$ cat src/hw/mqrs_pkg.sv
package mqrs_pkg;

	// Queue setup storage
	localparam int QUEUES = 32;
	localparam int QIDX_W = 5;
	localparam int QCNT_W = 6;
	localparam int HDR_BITS = 19;
	localparam int QBITS = 72;
	localparam int BITCNT_W = 12;
	localparam int QBIT_W = 7;

	// Header field holding the queue count minus one
	localparam int HDR_QCNT_LSB = 0;

	// Per-queue word layout
	localparam int FIELD_W = 16;
	localparam int AE_OFS_LSB = 0;
	localparam int AF_OFS_LSB = 16;
	localparam int DEPTH_LSB = 32;

	// Default programming values
	localparam logic [15:0] OFS_LOW = 16'h0008;
	localparam logic [15:0] OFS_HIGH = 16'h0080;
	localparam logic [15:0] DEF_DEPTH = 16'h0800;

	// Partial reset timing in port clock edges
	localparam logic [1:0] PRS_SEL_EDGES = 2'h2;
	localparam logic [1:0] PRS_RECOV_EDGES = 2'h3;

	// Register map
	localparam logic [7:0] REG_STATUS = 8'h00;
	localparam logic [7:0] REG_STRAP = 8'h04;
	localparam logic [7:0] REG_QSEL = 8'h08;
	localparam logic [7:0] REG_QWORD0 = 8'h0c;
	localparam logic [7:0] REG_QWORD1 = 8'h10;
	localparam logic [7:0] REG_QWORD2 = 8'h14;
	localparam logic [4:0] QSEL_RST = 5'h00;

	// Status register bits
	localparam int ST_QCNT_LSB = 0;
	localparam int ST_DONE_BIT = 8;
	localparam int ST_OK_BIT = 9;
	localparam int ST_SRC_BIT = 10;

	typedef enum logic [2:0] {
		ST_WAIT,
		ST_MRS,
		ST_SERIAL,
		ST_DEFAULT,
		ST_DONE
	} mqrs_state_t;

	function automatic logic [11:0] total_bits(input logic [5:0] q);
		return 12'(HDR_BITS + QBITS * int'(q));
	endfunction

endpackage

$ cat src/hw/mqrs_pin_sync.sv
`timescale 1ns/100ps
module mqrs_pin_sync #(
	parameter int W = 1
) (
	input wire logic clk_i,
	input wire logic reset_n_i,
	input wire logic [W-1:0] d_i,
	output logic [W-1:0] lvl_o,
	output logic [W-1:0] rise_o,
	output logic [W-1:0] fall_o
);
	logic [W-1:0] s1_q;
	logic [W-1:0] s2_q;
	logic [W-1:0] s3_q;
	logic live_q;

	// First stage feeds only the second; edges come from later stages.
	// Stages keep shifting through reset: clearing them would fake a low
	// level and a false edge on the idle-high pins at release.
	always_ff @(posedge clk_i) begin
		s1_q <= d_i;
		s2_q <= s1_q;
		s3_q <= s2_q;
	end

	always_ff @(posedge clk_i) begin
		if (!reset_n_i) begin
			live_q <= 1'b0;
		end else begin
			live_q <= 1'b1;
		end
	end

	assign lvl_o = s2_q;
	assign rise_o = s2_q & ~s3_q & {W{live_q}};
	assign fall_o = ~s2_q & s3_q & {W{live_q}};
endmodule

$ cat src/hw/mqrs_config_loader.sv
// Local design decisions: the register addresses and the strobed register port.
`timescale 1ns/100ps
module mqrs_config_loader (
	input wire logic clk_i,
	input wire logic reset_n_i,
	input wire logic full_reset_n_i,
	input wire logic flag_bus_style_sel_i,
	input wire logic input_width_sel_i,
	input wire logic output_width_sel_i,
	input wire logic primary_device_sel_i,
	input wire logic device_id_bit0_i,
	input wire logic device_id_bit1_i,
	input wire logic device_id_bit2_i,
	input wire logic programming_source_sel_i,
	input wire logic default_offset_sel_i,
	input wire logic sclk_i,
	input wire logic si_i,
	input wire logic load_enable_in_n_i,
	output logic load_done_out_n_o,
	output logic so_o,
	input wire logic wclk_i,
	input wire logic rclk_i,
	input wire logic [4:0] wr_queue_sel_i,
	input wire logic [4:0] rd_queue_sel_i,
	input wire logic queue_pointer_reset_n_i,
	output logic ptr_clear_o,
	output logic [4:0] ptr_clear_queue_o,
	output logic queue_access_ok_o,
	output logic config_done_o,
	output logic flag_bus_style_o,
	output logic input_width_o,
	output logic output_width_o,
	output logic primary_device_o,
	output logic [2:0] device_id_o,
	output logic [5:0] queue_count_o,
	input wire logic [7:0] reg_addr_i,
	input wire logic [31:0] reg_wdata_i,
	input wire logic reg_wr_i,
	input wire logic reg_rd_i,
	output logic [31:0] reg_rdata_o
);
	localparam int NPIN = 26;

	logic [NPIN-1:0] pin_lvl;
	logic [NPIN-1:0] pin_rise;
	logic [NPIN-1:0] pin_fall;
	logic mrs_l;
	logic sclk_rise;
	logic si_l;
	logic load_enable_in_n_l;
	logic wclk_rise;
	logic rclk_rise;
	logic prs_l;
	logic prs_rise;
	logic prs_fall;
	logic [4:0] wsel_l;
	logic [4:0] rsel_l;

	mqrs_pkg::mqrs_state_t state_q;
	logic fm_q;
	logic iw_q;
	logic ow_q;
	logic primary_device_sel_q;
	logic [2:0] id_q;
	logic prog_src_q;
	logic df_q;

	logic [11:0] bit_cnt_q;
	logic [71:0] shift_q;
	logic [18:0] hdr_q;
	logic [5:0] q_count_q;
	logic [6:0] qbit_q;
	logic [4:0] widx_q;
	logic [71:0] mem [mqrs_pkg::QUEUES];
	logic ser_take;
	logic hdr_end;
	logic word_end;
	logic ser_last;
	logic def_take;
	logic def_last;
	logic mem_we;
	logic [71:0] mem_wdata;
	logic done;

	logic [4:0] wsel_q;
	logic [4:0] rsel_q;
	logic [1:0] wstab_q;
	logic [1:0] rstab_q;
	logic arm_q;
	logic wlow_q;
	logic rlow_q;
	logic [1:0] wpost_q;
	logic [1:0] rpost_q;
	logic ptr_clear_q;
	logic [4:0] ptr_queue_q;

	logic [4:0] qsel_q;
	logic [31:0] rdata_q;
	logic [71:0] qword;

	mqrs_pin_sync #(
		.W(NPIN)
	) u_sync (
		.clk_i(clk_i),
		.reset_n_i(reset_n_i),
		.d_i({full_reset_n_i, sclk_i, si_i, load_enable_in_n_i, wclk_i,
			rclk_i, queue_pointer_reset_n_i, flag_bus_style_sel_i,
			input_width_sel_i, output_width_sel_i, primary_device_sel_i,
			device_id_bit2_i, device_id_bit1_i, device_id_bit0_i,
			programming_source_sel_i, default_offset_sel_i,
			wr_queue_sel_i, rd_queue_sel_i}),
		.lvl_o(pin_lvl),
		.rise_o(pin_rise),
		.fall_o(pin_fall)
	);

	assign mrs_l = pin_lvl[25];
	assign sclk_rise = pin_rise[24];
	assign si_l = pin_lvl[23];
	assign load_enable_in_n_l = pin_lvl[22];
	assign wclk_rise = pin_rise[21];
	assign rclk_rise = pin_rise[20];
	assign prs_l = pin_lvl[19];
	assign prs_rise = pin_rise[19];
	assign prs_fall = pin_fall[19];
	assign wsel_l = pin_lvl[9:5];
	assign rsel_l = pin_lvl[4:0];

	// Power-up waits for a master reset before anything can be loaded
	always_ff @(posedge clk_i) begin
		if (!reset_n_i) begin
			state_q <= mqrs_pkg::ST_WAIT;
		end else if (!mrs_l) begin
			state_q <= mqrs_pkg::ST_MRS;
		end else begin
			unique case (state_q)
				mqrs_pkg::ST_WAIT: begin
					state_q <= mqrs_pkg::ST_WAIT;
				end
				mqrs_pkg::ST_MRS: begin
					state_q <= prog_src_q ? mqrs_pkg::ST_DEFAULT :
						mqrs_pkg::ST_SERIAL;
				end
				mqrs_pkg::ST_SERIAL: begin
					if (ser_last) begin
						state_q <= mqrs_pkg::ST_DONE;
					end
				end
				mqrs_pkg::ST_DEFAULT: begin
					if (def_last) begin
						state_q <= mqrs_pkg::ST_DONE;
					end
				end
				mqrs_pkg::ST_DONE: begin
					state_q <= mqrs_pkg::ST_DONE;
				end
				default: begin
					state_q <= mqrs_pkg::ST_WAIT;
				end
			endcase
		end
	end

	assign done = (state_q == mqrs_pkg::ST_DONE);

	always_ff @(posedge clk_i) begin
		if (!reset_n_i) begin
			fm_q <= 1'b0;
			iw_q <= 1'b0;
			ow_q <= 1'b0;
			primary_device_sel_q <= 1'b0;
			id_q <= 3'h0;
			prog_src_q <= 1'b0;
			df_q <= 1'b0;
		end else if (!mrs_l) begin
			fm_q <= pin_lvl[18];
			iw_q <= pin_lvl[17];
			ow_q <= pin_lvl[16];
			primary_device_sel_q <= pin_lvl[15];
			id_q <= pin_lvl[14:12];
			prog_src_q <= pin_lvl[11];
			df_q <= pin_lvl[10];
		end
	end

	assign ser_take = (state_q == mqrs_pkg::ST_SERIAL) && sclk_rise &&
		!load_enable_in_n_l;
	assign hdr_end = ser_take &&
		(bit_cnt_q == 12'(mqrs_pkg::HDR_BITS - 1));
	assign word_end = ser_take &&
		(bit_cnt_q >= 12'(mqrs_pkg::HDR_BITS)) &&
		(qbit_q == 7'(mqrs_pkg::QBITS - 1));
	assign ser_last = word_end &&
		({1'b0, widx_q} + 6'h01 == q_count_q);
	assign def_take = (state_q == mqrs_pkg::ST_DEFAULT) && wclk_rise;
	assign def_last = def_take &&
		(widx_q == 5'(mqrs_pkg::QUEUES - 1));

	always_ff @(posedge clk_i) begin
		if (!reset_n_i || state_q == mqrs_pkg::ST_MRS) begin
			bit_cnt_q <= 12'h000;
			qbit_q <= 7'h00;
		end else if (ser_take) begin
			bit_cnt_q <= bit_cnt_q + 12'h001;
			if (bit_cnt_q >= 12'(mqrs_pkg::HDR_BITS)) begin
				qbit_q <= word_end ? 7'h00 : qbit_q + 7'h01;
			end
		end
	end

	// MSB first: each new bit enters at the bottom
	always_ff @(posedge clk_i) begin
		if (!reset_n_i) begin
			shift_q <= '0;
			hdr_q <= '0;
		end else if (ser_take) begin
			shift_q <= {shift_q[70:0], si_l};
			if (hdr_end) begin
				hdr_q <= {shift_q[17:0], si_l};
			end
		end
	end

	always_ff @(posedge clk_i) begin
		if (!reset_n_i) begin
			q_count_q <= 6'h00;
		end else if (state_q == mqrs_pkg::ST_MRS) begin
			q_count_q <= prog_src_q ? 6'(mqrs_pkg::QUEUES) : 6'h00;
		end else if (hdr_end) begin
			q_count_q <= {1'b0, shift_q[mqrs_pkg::HDR_QCNT_LSB +: 4],
				si_l} + 6'h01;
		end
	end

	always_ff @(posedge clk_i) begin
		if (!reset_n_i || state_q == mqrs_pkg::ST_MRS) begin
			widx_q <= 5'h00;
		end else if (mem_we && !(ser_last || def_last)) begin
			widx_q <= widx_q + 5'h01;
		end
	end

	always_comb begin
		mem_we = word_end || def_take;
		mem_wdata = '0;
		if (def_take) begin
			mem_wdata[mqrs_pkg::AE_OFS_LSB +: mqrs_pkg::FIELD_W] =
				df_q ? mqrs_pkg::OFS_HIGH : mqrs_pkg::OFS_LOW;
			mem_wdata[mqrs_pkg::AF_OFS_LSB +: mqrs_pkg::FIELD_W] =
				df_q ? mqrs_pkg::OFS_HIGH : mqrs_pkg::OFS_LOW;
			mem_wdata[mqrs_pkg::DEPTH_LSB +: mqrs_pkg::FIELD_W] =
				mqrs_pkg::DEF_DEPTH;
		end else begin
			mem_wdata = {shift_q[70:0], si_l};
		end
	end

	// Setup words are data, so no reset; a default load rewrites all 32, a serial load only the first queue-count words
	always_ff @(posedge clk_i) begin
		if (mem_we) begin
			mem[widx_q] <= mem_wdata;
		end
	end

	// Pass-through is combinational so chained devices see no extra delay
	assign load_done_out_n_o = done ? load_enable_in_n_i : 1'b1;
	assign so_o = done ? si_i : 1'b0;
	assign config_done_o = done;

	always_ff @(posedge clk_i) begin
		if (!reset_n_i) begin
			wsel_q <= 5'h00;
			wstab_q <= 2'h0;
		end else if (wclk_rise) begin
			wsel_q <= wsel_l;
			if (wsel_l != wsel_q) begin
				wstab_q <= 2'h1;
			end else if (wstab_q != mqrs_pkg::PRS_SEL_EDGES) begin
				wstab_q <= wstab_q + 2'h1;
			end
		end
	end

	always_ff @(posedge clk_i) begin
		if (!reset_n_i) begin
			rsel_q <= 5'h00;
			rstab_q <= 2'h0;
		end else if (rclk_rise) begin
			rsel_q <= rsel_l;
			if (rsel_l != rsel_q) begin
				rstab_q <= 2'h1;
			end else if (rstab_q != mqrs_pkg::PRS_SEL_EDGES) begin
				rstab_q <= rstab_q + 2'h1;
			end
		end
	end

	// A partial reset without a settled common selection is ignored
	always_ff @(posedge clk_i) begin
		if (!reset_n_i) begin
			arm_q <= 1'b0;
			wlow_q <= 1'b0;
			rlow_q <= 1'b0;
		end else if (prs_fall) begin
			arm_q <= done && (wsel_q == rsel_q) &&
				(wstab_q == mqrs_pkg::PRS_SEL_EDGES) &&
				(rstab_q == mqrs_pkg::PRS_SEL_EDGES);
			wlow_q <= 1'b0;
			rlow_q <= 1'b0;
		end else if (!prs_l) begin
			wlow_q <= wlow_q | wclk_rise;
			rlow_q <= rlow_q | rclk_rise;
		end
	end

	always_ff @(posedge clk_i) begin
		if (!reset_n_i) begin
			ptr_clear_q <= 1'b0;
			ptr_queue_q <= 5'h00;
		end else begin
			ptr_clear_q <= prs_rise && arm_q && wlow_q && rlow_q;
			if (prs_rise) begin
				ptr_queue_q <= wsel_q;
			end
		end
	end

	assign ptr_clear_o = ptr_clear_q;
	assign ptr_clear_queue_o = ptr_queue_q;

	always_ff @(posedge clk_i) begin
		if (!reset_n_i) begin
			wpost_q <= mqrs_pkg::PRS_RECOV_EDGES;
			rpost_q <= mqrs_pkg::PRS_RECOV_EDGES;
		end else if (prs_rise && arm_q && wlow_q && rlow_q) begin
			wpost_q <= 2'h0;
			rpost_q <= 2'h0;
		end else begin
			if (wclk_rise && wpost_q != mqrs_pkg::PRS_RECOV_EDGES) begin
				wpost_q <= wpost_q + 2'h1;
			end
			if (rclk_rise && rpost_q != mqrs_pkg::PRS_RECOV_EDGES) begin
				rpost_q <= rpost_q + 2'h1;
			end
		end
	end

	assign queue_access_ok_o = done && prs_l && !ptr_clear_q &&
		(wpost_q == mqrs_pkg::PRS_RECOV_EDGES) &&
		(rpost_q == mqrs_pkg::PRS_RECOV_EDGES);

	assign flag_bus_style_o = fm_q;
	assign input_width_o = iw_q;
	assign output_width_o = ow_q;
	assign primary_device_o = primary_device_sel_q;
	assign device_id_o = id_q;
	assign queue_count_o = q_count_q;

	always_ff @(posedge clk_i) begin
		if (!reset_n_i) begin
			qsel_q <= mqrs_pkg::QSEL_RST;
		end else if (reg_wr_i && reg_addr_i == mqrs_pkg::REG_QSEL) begin
			qsel_q <= reg_wdata_i[4:0];
		end
	end

	assign qword = mem[qsel_q];

	always_ff @(posedge clk_i) begin
		if (!reset_n_i || !reg_rd_i) begin
			rdata_q <= 32'h0000_0000;
		end else begin
			rdata_q <= 32'h0000_0000;
			unique case (reg_addr_i)
				mqrs_pkg::REG_STATUS: begin
					rdata_q[mqrs_pkg::ST_QCNT_LSB +: 6] <= q_count_q;
					rdata_q[mqrs_pkg::ST_DONE_BIT] <= done;
					rdata_q[mqrs_pkg::ST_OK_BIT] <= queue_access_ok_o;
					rdata_q[mqrs_pkg::ST_SRC_BIT] <= prog_src_q;
				end
				mqrs_pkg::REG_STRAP: begin
					rdata_q[8:0] <= {prog_src_q, df_q, id_q, primary_device_sel_q, ow_q,
						iw_q, fm_q};
				end
				mqrs_pkg::REG_QSEL: rdata_q[4:0] <= qsel_q;
				mqrs_pkg::REG_QWORD0: rdata_q <= qword[31:0];
				mqrs_pkg::REG_QWORD1: rdata_q <= qword[63:32];
				mqrs_pkg::REG_QWORD2: rdata_q[7:0] <= qword[71:64];
				default: rdata_q <= 32'h0000_0000;
			endcase
		end
	end

	assign reg_rdata_o = rdata_q;
endmodule

$ cat config.mk
export PLATFORM = sky130hd
export DESIGN_NAME = mqrs_config_loader
export DESIGN_NICKNAME = d
export VERILOG_FILES = /design/src/hw/mqrs_pkg.sv /design/src/hw/mqrs_pin_sync.sv /design/src/hw/mqrs_config_loader.sv
export SDC_FILE = /design/constraint.sdc
export NUM_CORES = 2
export LEC_CHECK = 0
export ABC_AREA = 1
export ABC_CLOCK_PERIOD_IN_PS = 6500
export BUFFER_PORTS_ARGS = -buffer_cell sky130_fd_sc_hd__buf_4
export CAP_MARGIN = 5
export CORE_MARGIN = 1
export CORE_UTILIZATION = 38
export DETAILED_ROUTE_END_ITERATION = 7
export PLACE_DENSITY_LB_ADDON = 0.08
export SYNTH_ARGS = -nofsm -noshare
export SYNTH_HDL_FRONTEND = slang
export SYNTH_SLANG_ARGS = --single-unit
$ cat constraint.sdc
create_clock -name clk_i -period 6.5 [get_ports clk_i]
set_clock_uncertainty 0.1 [all_clocks]
set_input_delay 1.3 -clock clk_i [delete_from_list [all_inputs] [get_ports clk_i]]
set_output_delay 1.3 -clock clk_i [all_outputs]
set_load 0.02 [all_outputs]
==> metrics.md <==
| Metric | Value |
|---|---|
| DRC violations left | `0` |
| Clock Sinks | `2543` |
| Setup TNS | `0 ps` |
| # IOs | `125` |
| Core area | `0.265 sq mm` |
| Initial antenna violation count | `6` |
| Cts bufs inserted | `286` |
| RSZ-0062 raised after global routing | `no` |
| Hold crit path type | `reg -> reg` |
| DRT Wirelength | `318 mm` |
| Area fraction in compound gates after synthesis | `3.58%` |
| Static Leakage | `43.2 nW` |
| Hold Buf Count CTS | `0` |
| Initial core utilization | `38.2%` |
| First-pass GRT wire length | `457 mm` |
| Cells after synthesis | `8688` |
| Syn_area_per_cell | `11.7 sq um` |
| Vias in the first global route | `63600` |
| Post-synthesis sequential area ratio | `73.0%` |
| Largest net degree at the start of global routing | `186` |
| Yosys warns | `0` |
| Cell variety after synth | `38` |
| Worst path required time | `6900 ps` |
| Clock slew at reported path FFs | `60 ps` |
| Final #Nets | `8804` |
| Final Hold Fails | `0` |
| Least-Margin Pin Slew | `1380 ps` |
| CP endpoint kind | `register` |
| Largest family of logic cells by synthesized area | `simple AND/OR/NAND/NOR gates` |
| CP Launch Type | `register` |
| Post-CTS Setup Repair Bufs | `0` |
| Reg2Reg Depth | `7` |
| Peak VDD IR | `229 uV` |
| Die area | `0.269 sq mm` |
| Met3 Use GR | `3.19%` |
| Worst rel slew slack | `8.05%` |
| Gr ovfl total | `0` |
| CTS tree | `built` |
| Max-Cap Viols | `0` |
| Fraction of synthesized cell area in xor and xnor cells | `0.216%` |
| Num rows | `189` |
| Post-route ant nets | `0` |
| Setup CP Type | `reg -> reg` |
| Die Height | `518 um` |
| Final Power | `33.2 mW` |
| # setup viols final | `0` |
| Vias/cell | `5.32` |
| Hold depth | `0` |
| Die W | `518 um` |
| Detailed-route wire length per cell | `25.5 um` |
| Met1 GRT Util | `33.2%` |
| #FFs+latches synth | `2543` |
| Met2 Use GR | `37.7%` |
| Tcrit/Tclk final | `68.2%` |
| Post-synthesis adder-cell area fraction | `0.161%` |
| Area delta synth->final | `13.7%` |
| Post-Syn Area | `0.101 sq mm` |
| Pre-Repair DR Iteration Count | `6` |
| Iter 0 DRT Violations | `5921` |
| Final Cell Area | `0.115 sq mm` |
| Synth Area in Simple Gates | `19.4%` |
| Vias | `66300` |
| Post-synthesis mux area share | `0%` |
| Clock tree buffer depth | `4` |
| GRT busiest layer | `met2` |
| GRT Total Usage | `23.2%` |
| Worst EP arrival | `4840 ps` |
| Clock root cell | `clkbuf_16` |
| Pwr per Cell Area | `288 mW/mm^2` |
| Net Count, Synth | `8771` |
| Placed instance area | `0.106 sq mm` |
| Status | `finished clean` |
| Layout cells sized above 1 | `8.53%` |
| Port Buffer Count | `97` |
| Post-layout min period | `4440 ps` |
| Final HPWL DP | `156 mm` |
| Slew Limit Fails | `0` |
| Post-cts resize count | `0` |
| Crit path max fanout | `19` |
| Routability Congestion | `0.773` |
| Fmax | `225 MHz` |
| Worst-Skew Late Latency | `860 ps` |
| H-Tree Level Count | `5` |
metrics by stage:
stage	setup slack, ps	cells	hold WS, ps	utilization, %
after global placement	2140	12000	211	40.1
after CTS	2050	12500	225	43.4
after global routing	1920	12500	232	43.5
final	2060	12500	226	43.5
after floorplan	1620	8688	210	-
after detailed placement	2090	12000	212	40.1
cells by family after synthesis:
group	after synthesis
xor gates and xnor gates	25
buffers and inverters	813
DFF	2543
AOI/OAI and AO/OA	654
adders and majority gates	13
and+or+nand+nor	4640
layout make-up:
cell class / count / area [sq um]
Multi-Input combinational cell: 5332 / 24000
Fill cell: 24600 / 150000
Clock inverter: 113 / 837
Sequential cell: 2543 / 74000
Timing Repair Buffer: 290 / 2980
Antenna cell: 2 / 5.00
Clock buffer: 391 / 7890
Inverter: 268 / 1040
Tap cell: 3533 / 4420
power breakdown:
part,internal [mW],total [mW],switching (mW),leakage [nW]
clock,8.83,15.4,6.53,4.27
sequential,17.6,17.6,0.0211,27.9
combinational,0.0623,0.207,0.145,11.1
total,26.5,33.2,6.69,43.2
path summary, 6_finish.rpt:
| path | from | end | slack (ps) |
|---|---|---|---|
| worst max register to register | u_sync.live_q | mem[30][43] | 2060 |
| worst max-delay path | u_sync.live_q | mem[30][43] | 2060 |
| worst min-delay path | u_sync.s1_q[4] | u_sync.lvl_o[4] | 230 |
| worst min register to register | u_sync.s1_q[4] | u_sync.lvl_o[4] | 230 |
layout by cell type, fill, tap and decap left out, types with 15 or more instances in the layout:
cell,count
inv_1,259
clkbuf_8,15
o21ai_1,47
clkinv_2,34
nand2_1,2440
clkinv_1,51
o211ai_1,112
nor2_4,37
nor2_2,33
dfxtp_1,234
edfxtp_1,2304
nand3_1,1688
buf_4,223
o21ai_0,294
clkbuf_16,295
clkbuf_1,80
a21oi_1,172
nor2_1,396
xor2_1,19
buf_12,57
synth_stat cells (all sizes together):
library cell  count  area (sq um)
a211oi            6          45.0
a21oi           181           940
a31oi             1          6.26
and2              1          6.26
and3              1          6.26
buf             375          2040
clkbuf          170           639
clkinv            2          7.51
dfxtp           239          4780
edfxtp         2304         69200
ha               13           163
inv             266           998
nand2          2441          9160
nand3          1688          8450
nand3b            2          15.0
nand4            13          81.3
nor2            466          1760
nor3             14          81.3
nor4             10          62.6
o211ai          112           841
o21a              2          15.0
o21ai           342          1710
o21bai            1          7.51
o22ai             3          18.8
o31ai             6          45.0
or2               4          25.0
xnor2             6          52.6
xor2             19           166
flip-flops by register name (all words and copies together) (netlist names), 3 cells and up, named ones only:
| signal | count |
|---|---|
| ptr_clear_queue_o | 5 |
| u_sync.s1_q | 26 |
| shift_q | 71 |
| u_sync.lvl_o | 26 |
| reg_rdata_o | 32 |
| qbit_q | 7 |
| widx_q | 5 |
| mem | 2304 |
| rsel_q | 5 |
| device_id_o | 3 |
| wsel_q | 5 |
| u_sync.s3_q | 4 |
| queue_count_o | 6 |
| qsel_q | 5 |
| bit_cnt_q | 12 |
| state_q | 3 |
per-layer routing:
layer  part of all wire [%]  wire [um]
met5                      0          0
met4                    1.7       5370
met3                    5.5      17400
met2                     47     150000
met1                     46     145000
critical path, cell delays in order, from the launching register on:
cell	delay, ps
dfxtp_1	370
inv_1	100
nor3_4	330
nand2_1	540
nand2_1	370
nand2_1	520
nor2_4	1210
buf_4	490
Note: power is estimated with default switching activity, not from simulation.
